## src/hdl/cap_regs.vh

```
// Operation
// - Wide PWM runs apart from 8-11 bit modes; cycle length select ignored.
// - Compare value counts the low time in counter clocks.
// - Output goes high on compare match and low on counter overflow.
// - Wide mode needs compare enable, PWM select and wide select all set.
// - With match flag enable set, every match sets the module event flag.
// - Each 16-bit overflow sets the counter overflow flag.
// - Low byte write clears compare enable; high byte write sets it.
// - Duty equals 65536 minus compare value, over 65536.
// - Compare enable cleared gives zero duty, output stays low.
// - Reload view bit maps compare bytes to reload registers when set.
// - Cycle overflow interrupt enable gates the flag onto the interrupt.
// - Cycle overflow flag sets on bit 8-11 overflow; software clears it.
// - Cycle length select picks 8, 9, 10 or 11 bit cycles.
// - Configuration bits 4 to 2 read zero and ignore writes.
`ifndef CAP_REGS_VH
`define CAP_REGS_VH
// ==========================================
// Register addresses.
`define CAP_ADDR_CONFIG 8'hdf
`define CAP_ADDR_CTRL 8'hd8
`define CAP_ADDR_MODE 8'hda
`define CAP_ADDR_CMP_LO 8'hfb
`define CAP_ADDR_CMP_HI 8'hfc
// ==========================================
// Field positions.
`define CAP_CFG_RELOAD_VIEW 7
`define CAP_CFG_COV_IRQ_EN 6
`define CAP_CFG_COV_FLAG 5
`define CAP_CTRL_OVF_FLAG 7
`define CAP_CTRL_EVT_FLAG 0
`define CAP_MODE_WIDE 7
`define CAP_MODE_CMP_EN 6
`define CAP_MODE_MATCH 3
`define CAP_MODE_PWM 1
`define CAP_MODE_IRQ_EN 0
`define CAP_CONFIG_RESET 8'h00
`endif
```

## src/hdl/cap_pwm16.v

```verilog
`timescale 1ns/1ps
`include "cap_regs.vh"
module cap_pwm16 (
   input wire core_clk,
   input wire rst_n,
   input wire count_en,
   input wire reg_wr,
   input wire reg_rd,
   input wire [7:0] reg_addr,
   input wire [7:0] reg_wdata,
   output reg [7:0] reg_rdata,
   output reg module_output_pin,
   output wire irq
);
   // ==========================================
   // Counter, compare and mode state.
   reg [15:0] main_counter_ff;
   reg [15:0] compare_value_ff;
   reg [15:0] reload_ff;
   reg [7:0] module_mode_reg_ff;
   // Configuration fields and event flags.
   reg reload_view_select_ff;
   reg cycle_overflow_irq_enable_ff;
   reg cycle_overflow_flag_ff;
   reg [1:0] cycle_length_select_ff;
   reg counter_overflow_flag_ff;
   reg module_event_flag_ff;
   // Decoded events and write strobes.
   wire [15:0] nxt_main_counter;
   wire wide_mode;
   wire wrap;
   wire match;
   wire event_set;
   wire cyc_ovf;
   wire wr_cfg;
   wire wr_ctrl;
   wire wr_mode;
   wire wr_lo;
   wire wr_hi;

   // Returns one when the low part of the counter is about to roll into the next bit.
   // The selected cycle length sets how many low bits take part.
   function cyc_roll;
      input [15:0] cnt;
      input [1:0] sel;
      begin
         case (sel)
            2'b00: cyc_roll = &cnt[7:0];
            2'b01: cyc_roll = &cnt[8:0];
            2'b10: cyc_roll = &cnt[9:0];
            default: cyc_roll = &cnt[10:0];
         endcase
      end
   endfunction

   // Returns one when the bus address selects the given register.
   function addr_is;
      input [7:0] addr;
      input [7:0] sel_addr;
      begin
         addr_is = (addr == sel_addr);
      end
   endfunction

   // ==========================================
   // Decode of mode and events.
   assign wide_mode = module_mode_reg_ff[`CAP_MODE_CMP_EN] & module_mode_reg_ff[`CAP_MODE_PWM]
      & module_mode_reg_ff[`CAP_MODE_WIDE];
   assign nxt_main_counter = main_counter_ff + 16'h0001;
   assign wrap = count_en & (&main_counter_ff);
   // The pin is a register, so the match looks one count ahead: the pin then stands high
   // while the counter holds the compare value or more, which gives the stated duty.
   assign match = count_en & (nxt_main_counter == compare_value_ff);
   assign event_set = wide_mode & match & module_mode_reg_ff[`CAP_MODE_MATCH];
   assign cyc_ovf = count_en & cyc_roll(main_counter_ff, cycle_length_select_ff);
   // Bus write strobes, one per register.
   assign wr_cfg = reg_wr & addr_is(reg_addr, `CAP_ADDR_CONFIG);
   assign wr_ctrl = reg_wr & addr_is(reg_addr, `CAP_ADDR_CTRL);
   assign wr_mode = reg_wr & addr_is(reg_addr, `CAP_ADDR_MODE);
   assign wr_lo = reg_wr & addr_is(reg_addr, `CAP_ADDR_CMP_LO);
   assign wr_hi = reg_wr & addr_is(reg_addr, `CAP_ADDR_CMP_HI);
   // The shared request is the OR of the cycle overflow and the module event sources.
   assign irq = (cycle_overflow_flag_ff & cycle_overflow_irq_enable_ff)
      | (module_event_flag_ff & module_mode_reg_ff[`CAP_MODE_IRQ_EN]);

   // ==========================================
   // Main counter advances once per counter clock enable. It runs free: the pin and
   // every flag key off this one count.
   always @(posedge core_clk) begin
      if (!rst_n) begin
         main_counter_ff <= 16'h0000;
      end else if (count_en) begin
         main_counter_ff <= nxt_main_counter;
      end
   end

   // ==========================================
   // Configuration register. Bits 4 to 2 have no storage, so a write there is lost
   // and a read returns zero.
   always @(posedge core_clk) begin
      if (!rst_n) begin
         reload_view_select_ff <= 1'b0;
         cycle_overflow_irq_enable_ff <= 1'b0;
         cycle_length_select_ff <= 2'b00;
      end else if (wr_cfg) begin
         reload_view_select_ff <= reg_wdata[`CAP_CFG_RELOAD_VIEW];
         cycle_overflow_irq_enable_ff <= reg_wdata[`CAP_CFG_COV_IRQ_EN];
         cycle_length_select_ff <= reg_wdata[1:0];
      end
   end

   // Mode register and compare value. The compare byte writes also move the compare
   // enable, but only in the compare view: the reload bytes share the addresses and
   // carry no side effect.
   always @(posedge core_clk) begin
      if (!rst_n) begin
         compare_value_ff <= 16'h0000;
         module_mode_reg_ff <= 8'h00;
      end else begin
         if (wr_mode) begin
            module_mode_reg_ff <= reg_wdata;
         end
         if (wr_lo & !reload_view_select_ff) begin
            compare_value_ff[7:0] <= reg_wdata;
            module_mode_reg_ff[`CAP_MODE_CMP_EN] <= 1'b0;
         end
         if (wr_hi & !reload_view_select_ff) begin
            compare_value_ff[15:8] <= reg_wdata;
            module_mode_reg_ff[`CAP_MODE_CMP_EN] <= 1'b1;
         end
      end
   end

   // Reload value. It is stored and read back only, since the reload has no use
   // in wide mode.
   always @(posedge core_clk) begin
      if (!rst_n) begin
         reload_ff <= 16'h0000;
      end else begin
         if (wr_lo & reload_view_select_ff) begin
            reload_ff[7:0] <= reg_wdata;
         end
         if (wr_hi & reload_view_select_ff) begin
            reload_ff[15:8] <= reg_wdata;
         end
      end
   end

   // ==========================================
   // Flags. A hardware set wins over a software write in the same cycle, so no event
   // is lost. Cycle overflow flag: set on every roll of the selected low counter bits.
   always @(posedge core_clk) begin
      if (!rst_n) begin
         cycle_overflow_flag_ff <= 1'b0;
      end else if (cyc_ovf) begin
         cycle_overflow_flag_ff <= 1'b1;
      end else if (wr_cfg) begin
         cycle_overflow_flag_ff <= reg_wdata[`CAP_CFG_COV_FLAG];
      end
   end

   // Counter overflow flag, set when the main counter wraps, the pin's falling edge.
   always @(posedge core_clk) begin
      if (!rst_n) begin
         counter_overflow_flag_ff <= 1'b0;
      end else if (wrap) begin
         counter_overflow_flag_ff <= 1'b1;
      end else if (wr_ctrl) begin
         counter_overflow_flag_ff <= reg_wdata[`CAP_CTRL_OVF_FLAG];
      end
   end

   // Module event flag, set on a wide mode match, the pin's rising edge.
   always @(posedge core_clk) begin
      if (!rst_n) begin
         module_event_flag_ff <= 1'b0;
      end else if (event_set) begin
         module_event_flag_ff <= 1'b1;
      end else if (wr_ctrl) begin
         module_event_flag_ff <= reg_wdata[`CAP_CTRL_EVT_FLAG];
      end
   end

   // ==========================================
   // Output pin: high on match, low on wrap, low whenever wide mode is off. A match
   // wins over a wrap, so a compare value of zero holds the pin high all cycle long.
   always @(posedge core_clk) begin
      if (!rst_n) begin
         module_output_pin <= 1'b0;
      end else if (!wide_mode) begin
         module_output_pin <= 1'b0;
      end else if (match) begin
         module_output_pin <= 1'b1;
      end else if (wrap) begin
         module_output_pin <= 1'b0;
      end
   end

   // ==========================================
   // Read data, registered on a read strobe.
   always @(posedge core_clk) begin
      if (!rst_n) begin
         reg_rdata <= 8'h00;
      end else if (reg_rd) begin
         if (reg_addr == `CAP_ADDR_CONFIG) begin
            reg_rdata <= {reload_view_select_ff, cycle_overflow_irq_enable_ff,
               cycle_overflow_flag_ff, 3'b000, cycle_length_select_ff};
         end else if (reg_addr == `CAP_ADDR_CTRL) begin
            reg_rdata <= {counter_overflow_flag_ff, 6'b00_0000, module_event_flag_ff};
         end else if (reg_addr == `CAP_ADDR_MODE) begin
            reg_rdata <= module_mode_reg_ff;
         end else if (reg_addr == `CAP_ADDR_CMP_LO) begin
            // Compare bytes follow the view select, as the writes do.
            reg_rdata <= reload_view_select_ff ? reload_ff[7:0] : compare_value_ff[7:0];
         end else if (reg_addr == `CAP_ADDR_CMP_HI) begin
            reg_rdata <= reload_view_select_ff ? reload_ff[15:8] : compare_value_ff[15:8];
         end else begin
            reg_rdata <= 8'h00;
         end
      end
   end
endmodule // cap_pwm16

```

## config.mk

```make
export PLATFORM = sky130hd
export DESIGN_NAME = cap_pwm16
export DESIGN_NICKNAME = d
export VERILOG_FILES = /design/src/hdl/cap_pwm16.v
export VERILOG_INCLUDE_DIRS = /design/src /design/src/hdl
export SDC_FILE = /design/constraint.sdc
export NUM_CORES = 1
export LEC_CHECK = 0
export BUFFER_PORTS_ARGS = -buffer_cell sky130_fd_sc_hd__buf_2
export CAP_MARGIN = 15
export CORE_MARGIN = 4
export CORE_UTILIZATION = 52
export CTS_BUF_LIST = sky130_fd_sc_hd__clkbuf_8
export DETAILED_ROUTE_END_ITERATION = 8
export GPL_TIMING_DRIVEN = 0
export PLACE_DENSITY = 0.76
export SKIP_LAST_GASP = 1
export SLEW_MARGIN = 25
export SYNTH_ARGS = -nofsm -noshare
export SYNTH_HDL_FRONTEND = slang
export SYNTH_SLANG_ARGS = --single-unit
```

## constraint.sdc

```tcl
create_clock -name core_clk -period 3.2 [get_ports core_clk]
set_clock_uncertainty 0.15 [all_clocks]
set_input_delay 0.48 -clock core_clk [delete_from_list [all_inputs] [get_ports core_clk]]
set_output_delay 0.48 -clock core_clk [all_outputs]
set_load 0.03 [all_outputs]
```

==> results of run 1 <==
## layer usage
metal	up-vias	track usage [%]	wire length [µm]
li1	1544	-	-
met1	1498	31.8	4440
met2	113	32.8	4120
met3	21	3.62	504
met4	0	10.5	238
met5	-	0	0
## state kept, by name, summed over array words and instances, names as in the netlist, 2 cells and up
register,cells
reload_ff,16
main_counter_ff,16
compare_value_ff,16
module_mode_reg_ff,8
cycle_length_select_ff,2
reg_rdata,8
## logic make-up (layout without fill, tap and decap cells)
| kind of cell | Yosys count | count (layout) | share of synthesized area [%] |
|---|---|---|---|
| fa+ha+maj | 3 | 3 | 0.992 |
| xor+xnor | 38 | 38 | 8.80 |
| simple gates | 161 | 161 | 23.6 |
| flops | 72 | 72 | 38.1 |
| buf+inv | 30 | 72 | 4.30 |
| mux | 56 | 56 | 14.8 |
| compound gates | 58 | 58 | 9.33 |
## worst max path at each step
stage / endpoint / from / cells past startpoint
5_1_grt: module_event_flag_ff$_SDFFE_PN0P_ / main_counter_ff[0]$_SDFFE_PN0P_ / 11
2_1_floorplan: module_event_flag_ff$_SDFFE_PN0P_ / main_counter_ff[0]$_SDFFE_PN0P_ / 11
3_3_place_gp: module_event_flag_ff$_SDFFE_PN0P_ / main_counter_ff[0]$_SDFFE_PN0P_ / 11
3_5_place_dp: module_event_flag_ff$_SDFFE_PN0P_ / main_counter_ff[0]$_SDFFE_PN0P_ / 11
6_report: module_output_pin$_SDFFE_PN0P_ / main_counter_ff[0]$_SDFFE_PN0P_ / 11
4_1_cts: module_output_pin$_SDFFE_PN0P_ / main_counter_ff[0]$_SDFFE_PN0P_ / 11
## metrics by stage
step	worst slack [ns]	util (%)	hold WS, ns
after global placement	0.183	58.1	0.297
final	0.252	61.4	0.270
after floorplan	0.571	-	0.287
after detailed placement	0.167	58.1	0.300
after global routing	0.0351	61.4	0.271
after CTS	0.129	61.3	0.258
## Yosys cell counts, types with 4 or more instances
master    instances  area, µm²
a21oi_1          21        105
a22oi_1           4       30.0
a31oi_1           4       25.0
and2_1            4       25.0
buf_2             5       25.0
clkbuf_1         12       45.0
dfxtp_1          72       1440
inv_1             5       18.8
mux2i_1          55        551
nand2_1          40        150
nand3_1          19       95.1
nand4_1           9       56.3
nor2_1           57        214
nor2_8            4       80.1
o21ai_0           5       25.0
o22ai_1          16        100
xnor2_1          21        184
xor2_1           17        149
## area by class of cell
class | count | area, µm² | share of cell area, %
timing repair buffer | 26 | 130 | 3.05
buffer | 24 | 140 | 3.29
clock buffer | 9 | 124 | 2.90
clock inverter | 7 | 100 | 2.35
tap | 96 | 120 | 2.82
multi-input combinational | 316 | 2180 | 51.2
sequential | 72 | 1440 | 33.9
inverter | 6 | 22.5 | 0.528
## critical path: cells and delay by family, from the launching register on
family                   cells  cell delay [ns]
buffers and inverters        1             0.16
flip-flops                   1             0.37
AO/OA/AOI/OAI                1             0.14
AND/OR/NAND/NOR              6             1.32
adder cells (fa/ha/maj)      2             0.53
XOR/XNOR                     1             0.22
## power breakdown
part            total, W  internal (W)  switching [W]
Combinational  0.0000995     0.0000307      0.0000688
Clock           0.000826      0.000447       0.000379
Sequential      0.000909      0.000902     0.00000677
==> flow_summary.ini, run 1 <==
[cts]
postCtsHoldBufs = 0
h-tree-depth = 3
cts_resized = 0
root_buffer = clkbuf_8
cts.sinks = 72
clockBufferDepth = 2
cts_tree = yes
post-cts-setup-buffers = 0
clock_latency_ns = 0.36
clkSlewWorstSetupHoldPaths_ns = 0.09
cts_buffers = 9

[status]
status = completed

[final_layout]
layout_commonest_cell = dfxtp_1
nets = 479
layout.cells.most_common_list = 70 x dfxtp_1, 57 x nor2_1, 55 x mux2i_1
syn_to_final_growth_pct = 12.7
fillers = 606
layout-drive-gt1-share_pct = 16.1
instances_no_fill = 556
final_cell_area_um2 = 4270
antenna_cells = 0

[die]
core_um2 = 6940
die_h_um = 93.3
rows = 30
ios = 31
die_area_um2 = 8700
start_util_pct = 54.5
die_w_um = 93.3

[power]
peakVddDrop_mv = 0.331
finalPower_w = 0.00183
power_density_nw_per_um2 = 430
p_leak_nw = 1.56

[drt]
via_count = 3176
remaining_drc_errors = 0
vias_per_cell = 5.71
routed_wl_mm = 9.30
drtIter0Drc = 230
detail-route-antenna-nets = 0
first_pass_iters = 5
wl_per_cell_um = 16.7

[worst_setup_path]
crit_type = flop to flop
crit_required_ns = 3.34
worstReg2RegStart = main_counter_ff[0]$_SDFFE_PN0P_
r2r_cells = 11
crit_path_cell_trace = ha_1 > clkbuf_2 > and4_2 > and2_1 > ha_1 > xnor2_1 > nand3_1 > nor3_2 > nand3_1 > or4_1 > o21ai_1
cp-end-kind = flop
crit_arrival_ns = 3.09
crit_slowest_cell = or4_1
critical_path_peak_fanout = 7
r2r_end = module_output_pin$_SDFFE_PN0P_
cp-start-kind = flop
slowest_delay_ns = 0.45
reg2reg_slack_ns = 0.25

[placed_design]
io_buffer_count = 26
place_hpwl_mm = 6.63
place_inst = 540
gp_congestion = 0.890
dpl_cell_area_um2 = 4030

[sta]
period_share_pct = 92.1
final-hold-violation-count = 0
setup_tns_ns = 0
worst_slew_pin_slew_ns = 0.945
final_max_slew_viol_count = 0
fin_crit_ns = 2.95
relSlewSlack_pct = 36.5
fmax_mhz = 339
setup_viol = 0
rsz0062_at_grt = false

[logic_synthesis]
netlist_area_um2 = 3780
async_flop_share_pct = 0
syn_nets = 442
synth_edf_count = 0
synth_cells = 418
synth-seq-cells = 72
synth-main-ff-cell = dfxtp_1
syn_area_per_cell_um2 = 9.05
yosysWarnings = 0
synth_cell_types = 52
yosysSeqAreaShare_pct = 38.1

[global_routing]
antenna_found_initial = 0
grt_pass1_wl_mm = 15.1
track_usage_pct = 22.3
overflow = 0
grt_pass1_vias = 2956
grt_max_degree = 15

[job]
maxCapViolCount = 0

[worst_hold_path]
whs_path_depth = 3
hold_class = input port to flop
hold_start = reg_wdata[3]
min_to = module_mode_reg_ff[3]$_SDFFE_PN0P_
(Power assumes the default switching activity.)
==> run 2: changes to the inputs <==
--- a/config.mk
+++ b/config.mk
@@ -9,11 +9,11 @@
 export BUFFER_PORTS_ARGS = -buffer_cell sky130_fd_sc_hd__buf_2
 export CAP_MARGIN = 15
 export CORE_MARGIN = 4
-export CORE_UTILIZATION = 52
+export CORE_UTILIZATION = 40
 export CTS_BUF_LIST = sky130_fd_sc_hd__clkbuf_8
 export DETAILED_ROUTE_END_ITERATION = 8
 export GPL_TIMING_DRIVEN = 0
-export PLACE_DENSITY = 0.76
+export PLACE_DENSITY = 0.62
 export SKIP_LAST_GASP = 1
 export SLEW_MARGIN = 25
 export SYNTH_ARGS = -nofsm -noshare
==> constraint.sdc (replaced) <==
create_clock -name core_clk -period 2.9 [get_ports core_clk]
set_clock_uncertainty 0.15 [all_clocks]
set_input_delay 0.435 -clock core_clk [delete_from_list [all_inputs] [get_ports core_clk]]
set_output_delay 0.435 -clock core_clk [all_outputs]
set_load 0.03 [all_outputs]
==> run 2 against run 1 <==
  * Die area grew 27%
  * Sequential power grew 10%
  * Critical path depth did not move
  * Register-to-register slack worse by 0.10 ns
  * Largest cell class unchanged
  * Critical path type unchanged
==> flow_summary.ini, run 2 (synthesized netlist as in run 1, its figures left out) <==
[worst_setup_path]
r2r_cells = 11
cp-start-kind = flop
crit_required_ns = 3.03
crit_type = flop to flop
cp-end-kind = flop
crit_arrival_ns = 2.88
critical_path_peak_fanout = 7

[sta]
period_share_pct = 94.9
rsz0062_at_grt = false
final-hold-violation-count = 0
fin_crit_ns = 2.75
fmax_mhz = 363
fin_hold_ws_ns = 0.234
relSlewSlack_pct = 36.7
setup_viol = 0
final_max_slew_viol_count = 0
worst_slew_pin_slew_ns = 0.942

[power]
peakVddDrop_mv = 0.187
comb_power_share_pct = 5.4
clockPowerShare_pct = 44.4
p_int_w = 0.00152
power_frac_seq_pct = 50.2
power_switching_w = 0.000484
switching_share_pct = 24.2
power_density_nw_per_um2 = 462
p_leak_nw = 1.56

[global_routing]
grt_pass1_wl_mm = 15.4
overflow = 0
grt_max_degree = 14
grt_pass1_vias = 2971
track_usage_pct = 17.5
antenna_found_initial = 0

[final_layout]
layout_commonest_cell = dfxtp_1
syn_to_final_growth_pct = 14.3
layout.cells.most_common_list = 70 x dfxtp_1, 57 x nor2_1, 55 x mux2i_1
multiInputGateArea_um2 = 2210
instances_no_fill = 589
antenna_cells = 0
layout-drive-gt1-share_pct = 16.5
fillers = 889
regArea_um2 = 1440
nets = 479
reg_top3 = compare_value_ff (16), main_counter_ff (16), reload_ff (16)

[job]
maxCapViolCount = 0

[cts]
cts_buffers = 9
postCtsHoldBufs = 0
root_buffer = clkbuf_8
clock_latency_ns = 0.35
cts_tree = yes
post-cts-setup-buffers = 0
clockBufferDepth = 2
cts.sinks = 72
h-tree-depth = 3
clkSlewWorstSetupHoldPaths_ns = 0.09

[drt]
remaining_drc_errors = 0
drtIter0Drc = 147
routed_wl_mm = 9.56
vias_per_cell = 5.25
detail-route-antenna-nets = 0
first_pass_iters = 4
via_count = 3095
wl_per_cell_um = 16.2

[die]
die_w_um = 105
rows = 35
die_h_um = 105
core_um2 = 9240
die_area_um2 = 11100
ios = 31
start_util_pct = 40.9

[placed_design]
place_hpwl_mm = 6.96
place_inst = 573
io_buffer_count = 26
gp_congestion = 0.848

[status]
status = completed

[worst_hold_path]
whs_path_depth = 3
hold_class = input port to flop
-- run 2: path summary, 6_finish.rpt --
kind / start / end / slack (ns)
setup / recovery: main_counter_ff[0]$_SDFFE_PN0P_ / module_event_flag_ff$_SDFFE_PN0P_ / 0.15
hold reg to reg: module_output_pin$_SDFFE_PN0P_ / module_output_pin$_SDFFE_PN0P_ / 0.31
setup reg to reg: main_counter_ff[0]$_SDFFE_PN0P_ / module_event_flag_ff$_SDFFE_PN0P_ / 0.15
hold / removal: reg_wdata[4] / module_mode_reg_ff[4]$_SDFFE_PN0P_ / 0.23
-- run 2: cell type report --
cell class              instances  area share (%)
flip-flops and latches         72            33.4
plain buffers                  24            3.24
multi-input cells             316            51.0
inverters                       6           0.521
well taps                     129            3.73
clock inverters                 7            2.20
clock buffers                   9            2.87
repair buffers                 26            3.01
-- run 2: routing by layer --
layer  track usage, %  vias up  share of wire [%]
li1                 -     1552                  -
met1             24.9     1464                 49
met2             26.9       64                 45
met3             2.45       15                3.5
met4             6.84        0                1.9
met5                0        -                  0
-- run 2: what timing repair did --
item,4_1_cts,5_1_grt
endpoints found under the setup margin,2,2
resized for setup,5,1
pin swaps,0,1
-- run 2: metrics by stage --
stage	setup slack, ns	instance area (µm²)	util (%)	TNS, ns	power, W
2_1_floorplan	0.271	3780	-	0	0.00109
3_3_place_gp	-0.186	4080	44.1	-0.355	0.00113
3_5_place_dp	-0.180	4080	44.1	-0.350	0.00113
4_1_cts	0.0427	4320	46.8	0	0.00201
5_1_grt	0.0184	4320	46.8	0	0.00206
6_report	0.147	4320	46.8	0	0.00200
-- run 2: critical path, stage by stage (launching register included) --
cell	delay (ns)
dfxtp_2	0.37
ha_1	0.20
clkbuf_2	0.15
and4_2	0.27
and2_2	0.21
ha_4	0.29
xnor2_2	0.12
nand3_1	0.11
nor3_2	0.15
nand4_1	0.10
or4_1	0.44
o22ai_1	0.13
-- run 2: power by group through the flow --
stage	clock [W]	combinational (W)	sequential, W
floorplan	0	0.0000563	0.00103
global placement	0	0.000108	0.00103
detailed placement	0	0.000108	0.00103
CTS	0.000902	0.000109	0.00100
global route	0.000937	0.000117	0.00100
finish	0.000888	0.000108	0.00100
==> run 3: changes to the inputs <==
--- a/config.mk
+++ b/config.mk
@@ -6,8 +6,10 @@
 export SDC_FILE = /design/constraint.sdc
 export NUM_CORES = 1
 export LEC_CHECK = 0
+export ABC_AREA = 1
 export BUFFER_PORTS_ARGS = -buffer_cell sky130_fd_sc_hd__buf_2
 export CAP_MARGIN = 15
+export CORE_ASPECT_RATIO = 0.7
 export CORE_MARGIN = 4
 export CORE_UTILIZATION = 40
 export CTS_BUF_LIST = sky130_fd_sc_hd__clkbuf_8
==> run 3 against run 2 <==
  * Fmax increased by 5.3%
  * Worst hold slack improved by 0.028 ns
  * Wire length increased by 20%
  * Final cell count increased by 23%
  * Clock power increased by 8.4%
  * Setup slack improved by 0.14 ns
  * Register-to-register slack improved by 0.14 ns
  * Die area increased by 1.1%
  * Area after synthesis increased by 0.93%
  * Global-route usage increased by 3.4 points
  * Critical path type unchanged
  * Critical endpoint unchanged
  * Largest cell class unchanged
==> flow_summary.ini, run 3 <==
[logic_synthesis]
yosysSeqAreaShare_pct = 37.7
synth-main-ff-cell = dfxtp_1
syn_nets = 580
synth_cells = 556
synthXorXnorAreaFrac_pct = 2.33
synth_edf_count = 0
yosysWarnings = 0
netlist_area_um2 = 3820
synth_top_family_by_area = simple AND/OR/NAND/NOR gates
synth_mux_area_share_pct = 0
synth-seq-cells = 72
synthTopCellsByCount = 122 x nand2_1, 72 x dfxtp_1, 72 x inv_1
yosysMostFrequentCell = nand2_1
syn_area_per_cell_um2 = 6.87
yosys.area.top_type = dfxtp_1
synth_top_area_share_pct = 37.7
synth_cell_types = 38
async_flop_share_pct = 0
yosys.area_share.simple_pct = 26.5
ys_top_cells_by_area = dfxtp_1 38%, nand2_1 12%, o21ai_0 9.0%
synthAdderAreaFrac_pct = 0.983
synth_compound_area_share_pct = 22.7

[cts]
postCtsHoldBufs = 0
h-tree-depth = 3
root_buffer = clkbuf_8
cts.sinks = 72
clockBufferDepth = 2
cts_buffers = 9
post-cts-setup-buffers = 0
cts_tree = yes
clkSlewWorstSetupHoldPaths_ns = 0.08
clock_latency_ns = 0.36

[final_layout]
layout.cells.most_common_list = 122 x nand2_1, 73 x inv_1, 71 x dfxtp_1
antenna_cells = 0
reg_top3 = compare_value_ff (16), main_counter_ff (16), reload_ff (16)
layout-drive-gt1-share_pct = 12.3
layout_commonest_cell = nand2_1
nets = 620
final_cell_area_um2 = 4360
syn_to_final_growth_pct = 14.3
instances_no_fill = 725

[worst_setup_path]
cp-end-kind = flop
crit_arrival_ns = 2.75
crit_type = flop to flop
crit_required_ns = 3.03
cp-start-kind = flop
critical_path_peak_fanout = 5
reg2reg_slack_ns = 0.28

[sta]
final-hold-violation-count = 0
setup_tns_ns = 0
fin_crit_ns = 2.62
fmax_mhz = 382
period_share_pct = 90.2
setup_viol = 0
relSlewSlack_pct = 54.8
worst_slew_pin_slew_ns = 0.677
final_max_slew_viol_count = 0

[global_routing]
grt_max_degree = 13
overflow = 0
track_usage_pct = 20.9
gr-usage-met2_pct = 29.0
antenna_found_initial = 0
grt_pass1_vias = 3465
grtUsageMet1_pct = 31.6
grt_pass1_wl_mm = 18.4
top_usage_layer = met1
met3_usage_pct = 6.75

[power]
power_switching_w = 0.000549
power_frac_seq_pct = 47.3
power_density_nw_per_um2 = 500
clockPowerShare_pct = 44.2
comb_power_share_pct = 8.6
finalPower_w = 0.00218
switching_share_pct = 25.2
p_leak_nw = 1.76
p_int_w = 0.00163
peakVddDrop_mv = 0.378

[drt]
remaining_drc_errors = 0
first_pass_iters = 5
detail-route-antenna-nets = 0
via_count = 3895
wl_per_cell_um = 15.9
routed_wl_mm = 11.5
drtIter0Drc = 397
vias_per_cell = 5.37

[status]
status = completed

[die]
ios = 31
core_um2 = 9180
die_w_um = 125
rows = 29
die_h_um = 89.7
start_util_pct = 41.6
die_area_um2 = 11200

[placed_design]
gp_congestion = 0.908
place_inst = 709
place_hpwl_mm = 8.82
io_buffer_count = 29
dpl_cell_area_um2 = 4120

[worst_hold_path]
hold_class = input port to flop

[job]
maxCapViolCount = 0
==> run 3: changes by cell type after synthesis, sizes merged, moves of 12 or more <==
cell	change
xnor2	-19
inv	+67
o211ai	+12
o22ai	-16
xor2	-14
o21ai	+63
a21oi	+29
mux2i	-55
nand2	+85
==> run 3: worst max-delay path: stages, from the launching register on <==
cell and delay [ns]:
dfxtp_1 0.42, ha_1 0.23, nand2_1 0.12, nor2_4 0.17, nand2_1 0.12, inv_1 0.08
ha_1 0.22, inv_1 0.10, nor2_1 0.05, nor2_1 0.10, nand2_1 0.06, nor2_1 0.09
nand2_1 0.06, nor2_1 0.10, nand2_1 0.08, nor2_2 0.17, nand3_1 0.10, a21oi_1 0.12
==> run 3: repair_timing <==
| action | in CTS | in global routing |
|---|---|---|
| endpoints found under the setup margin | 0 | 2 |
| endpoints found under the hold margin | 0 | 0 |
| gates resized for setup | 0 | 3 |
==> run 3: stage by stage <==
step	hold WS, ns	worst slack, ns	util [%]
finish	0.262	0.285	47.5
global route	0.254	-0.00457	47.5
CTS	0.235	0.105	47.4
detailed placement	0.295	0.152	44.9
global placement	0.288	0.172	44.9
floorplan	0.274	0.693	-
==> run 3: final cells by class <==
type,instances,area [µm²]
multi-input combinational,389,2020
clock buffer,9,124
clock inverter,7,111
sequential,72,1440
inverter,75,283
fill,928,4820
timing repair buffer,29,145
buffer,20,86.3
tap,124,155
==> run 3: cell families (layout without fill, tap and decap cells) <==
family	after synthesis	after routing
flops	72	72
simple gates	229	229
buf+inv	95	140
compound gates	150	150
fa+ha+maj	3	3
xor+xnor	7	7
==> run 3: power groups by stage <==
stage                     Sequential (W)  Combinational [W]  Clock [W]
after floorplan                  0.00105           0.000110          0
after global routing             0.00103           0.000208    0.00101
after detailed placement         0.00105           0.000181          0
final                            0.00103           0.000187   0.000963
after global placement           0.00105           0.000178          0
after CTS                        0.00103           0.000182   0.000978
==> run 3: layer usage <==
metal,wire length (µm),up-vias
li1,-,1919
met5,0,-
met3,1190,12
met2,4600,157
met1,5620,1807
met4,93,0
==> run 3: path summary, 6_finish.rpt <==
path | endpoint | startpoint | cells after the start
worst max-delay path | module_event_flag_ff$_SDFFE_PN0P_ | main_counter_ff[1]$_SDFFE_PN0P_ | 17
worst min-delay path | reload_ff[11]$_SDFFE_PN0P_ | reg_wdata[3] | 3
worst max register to register | module_event_flag_ff$_SDFFE_PN0P_ | main_counter_ff[1]$_SDFFE_PN0P_ | 17
worst min register to register | reload_ff[0]$_SDFFE_PN0P_ | reload_ff[0]$_SDFFE_PN0P_ | 2
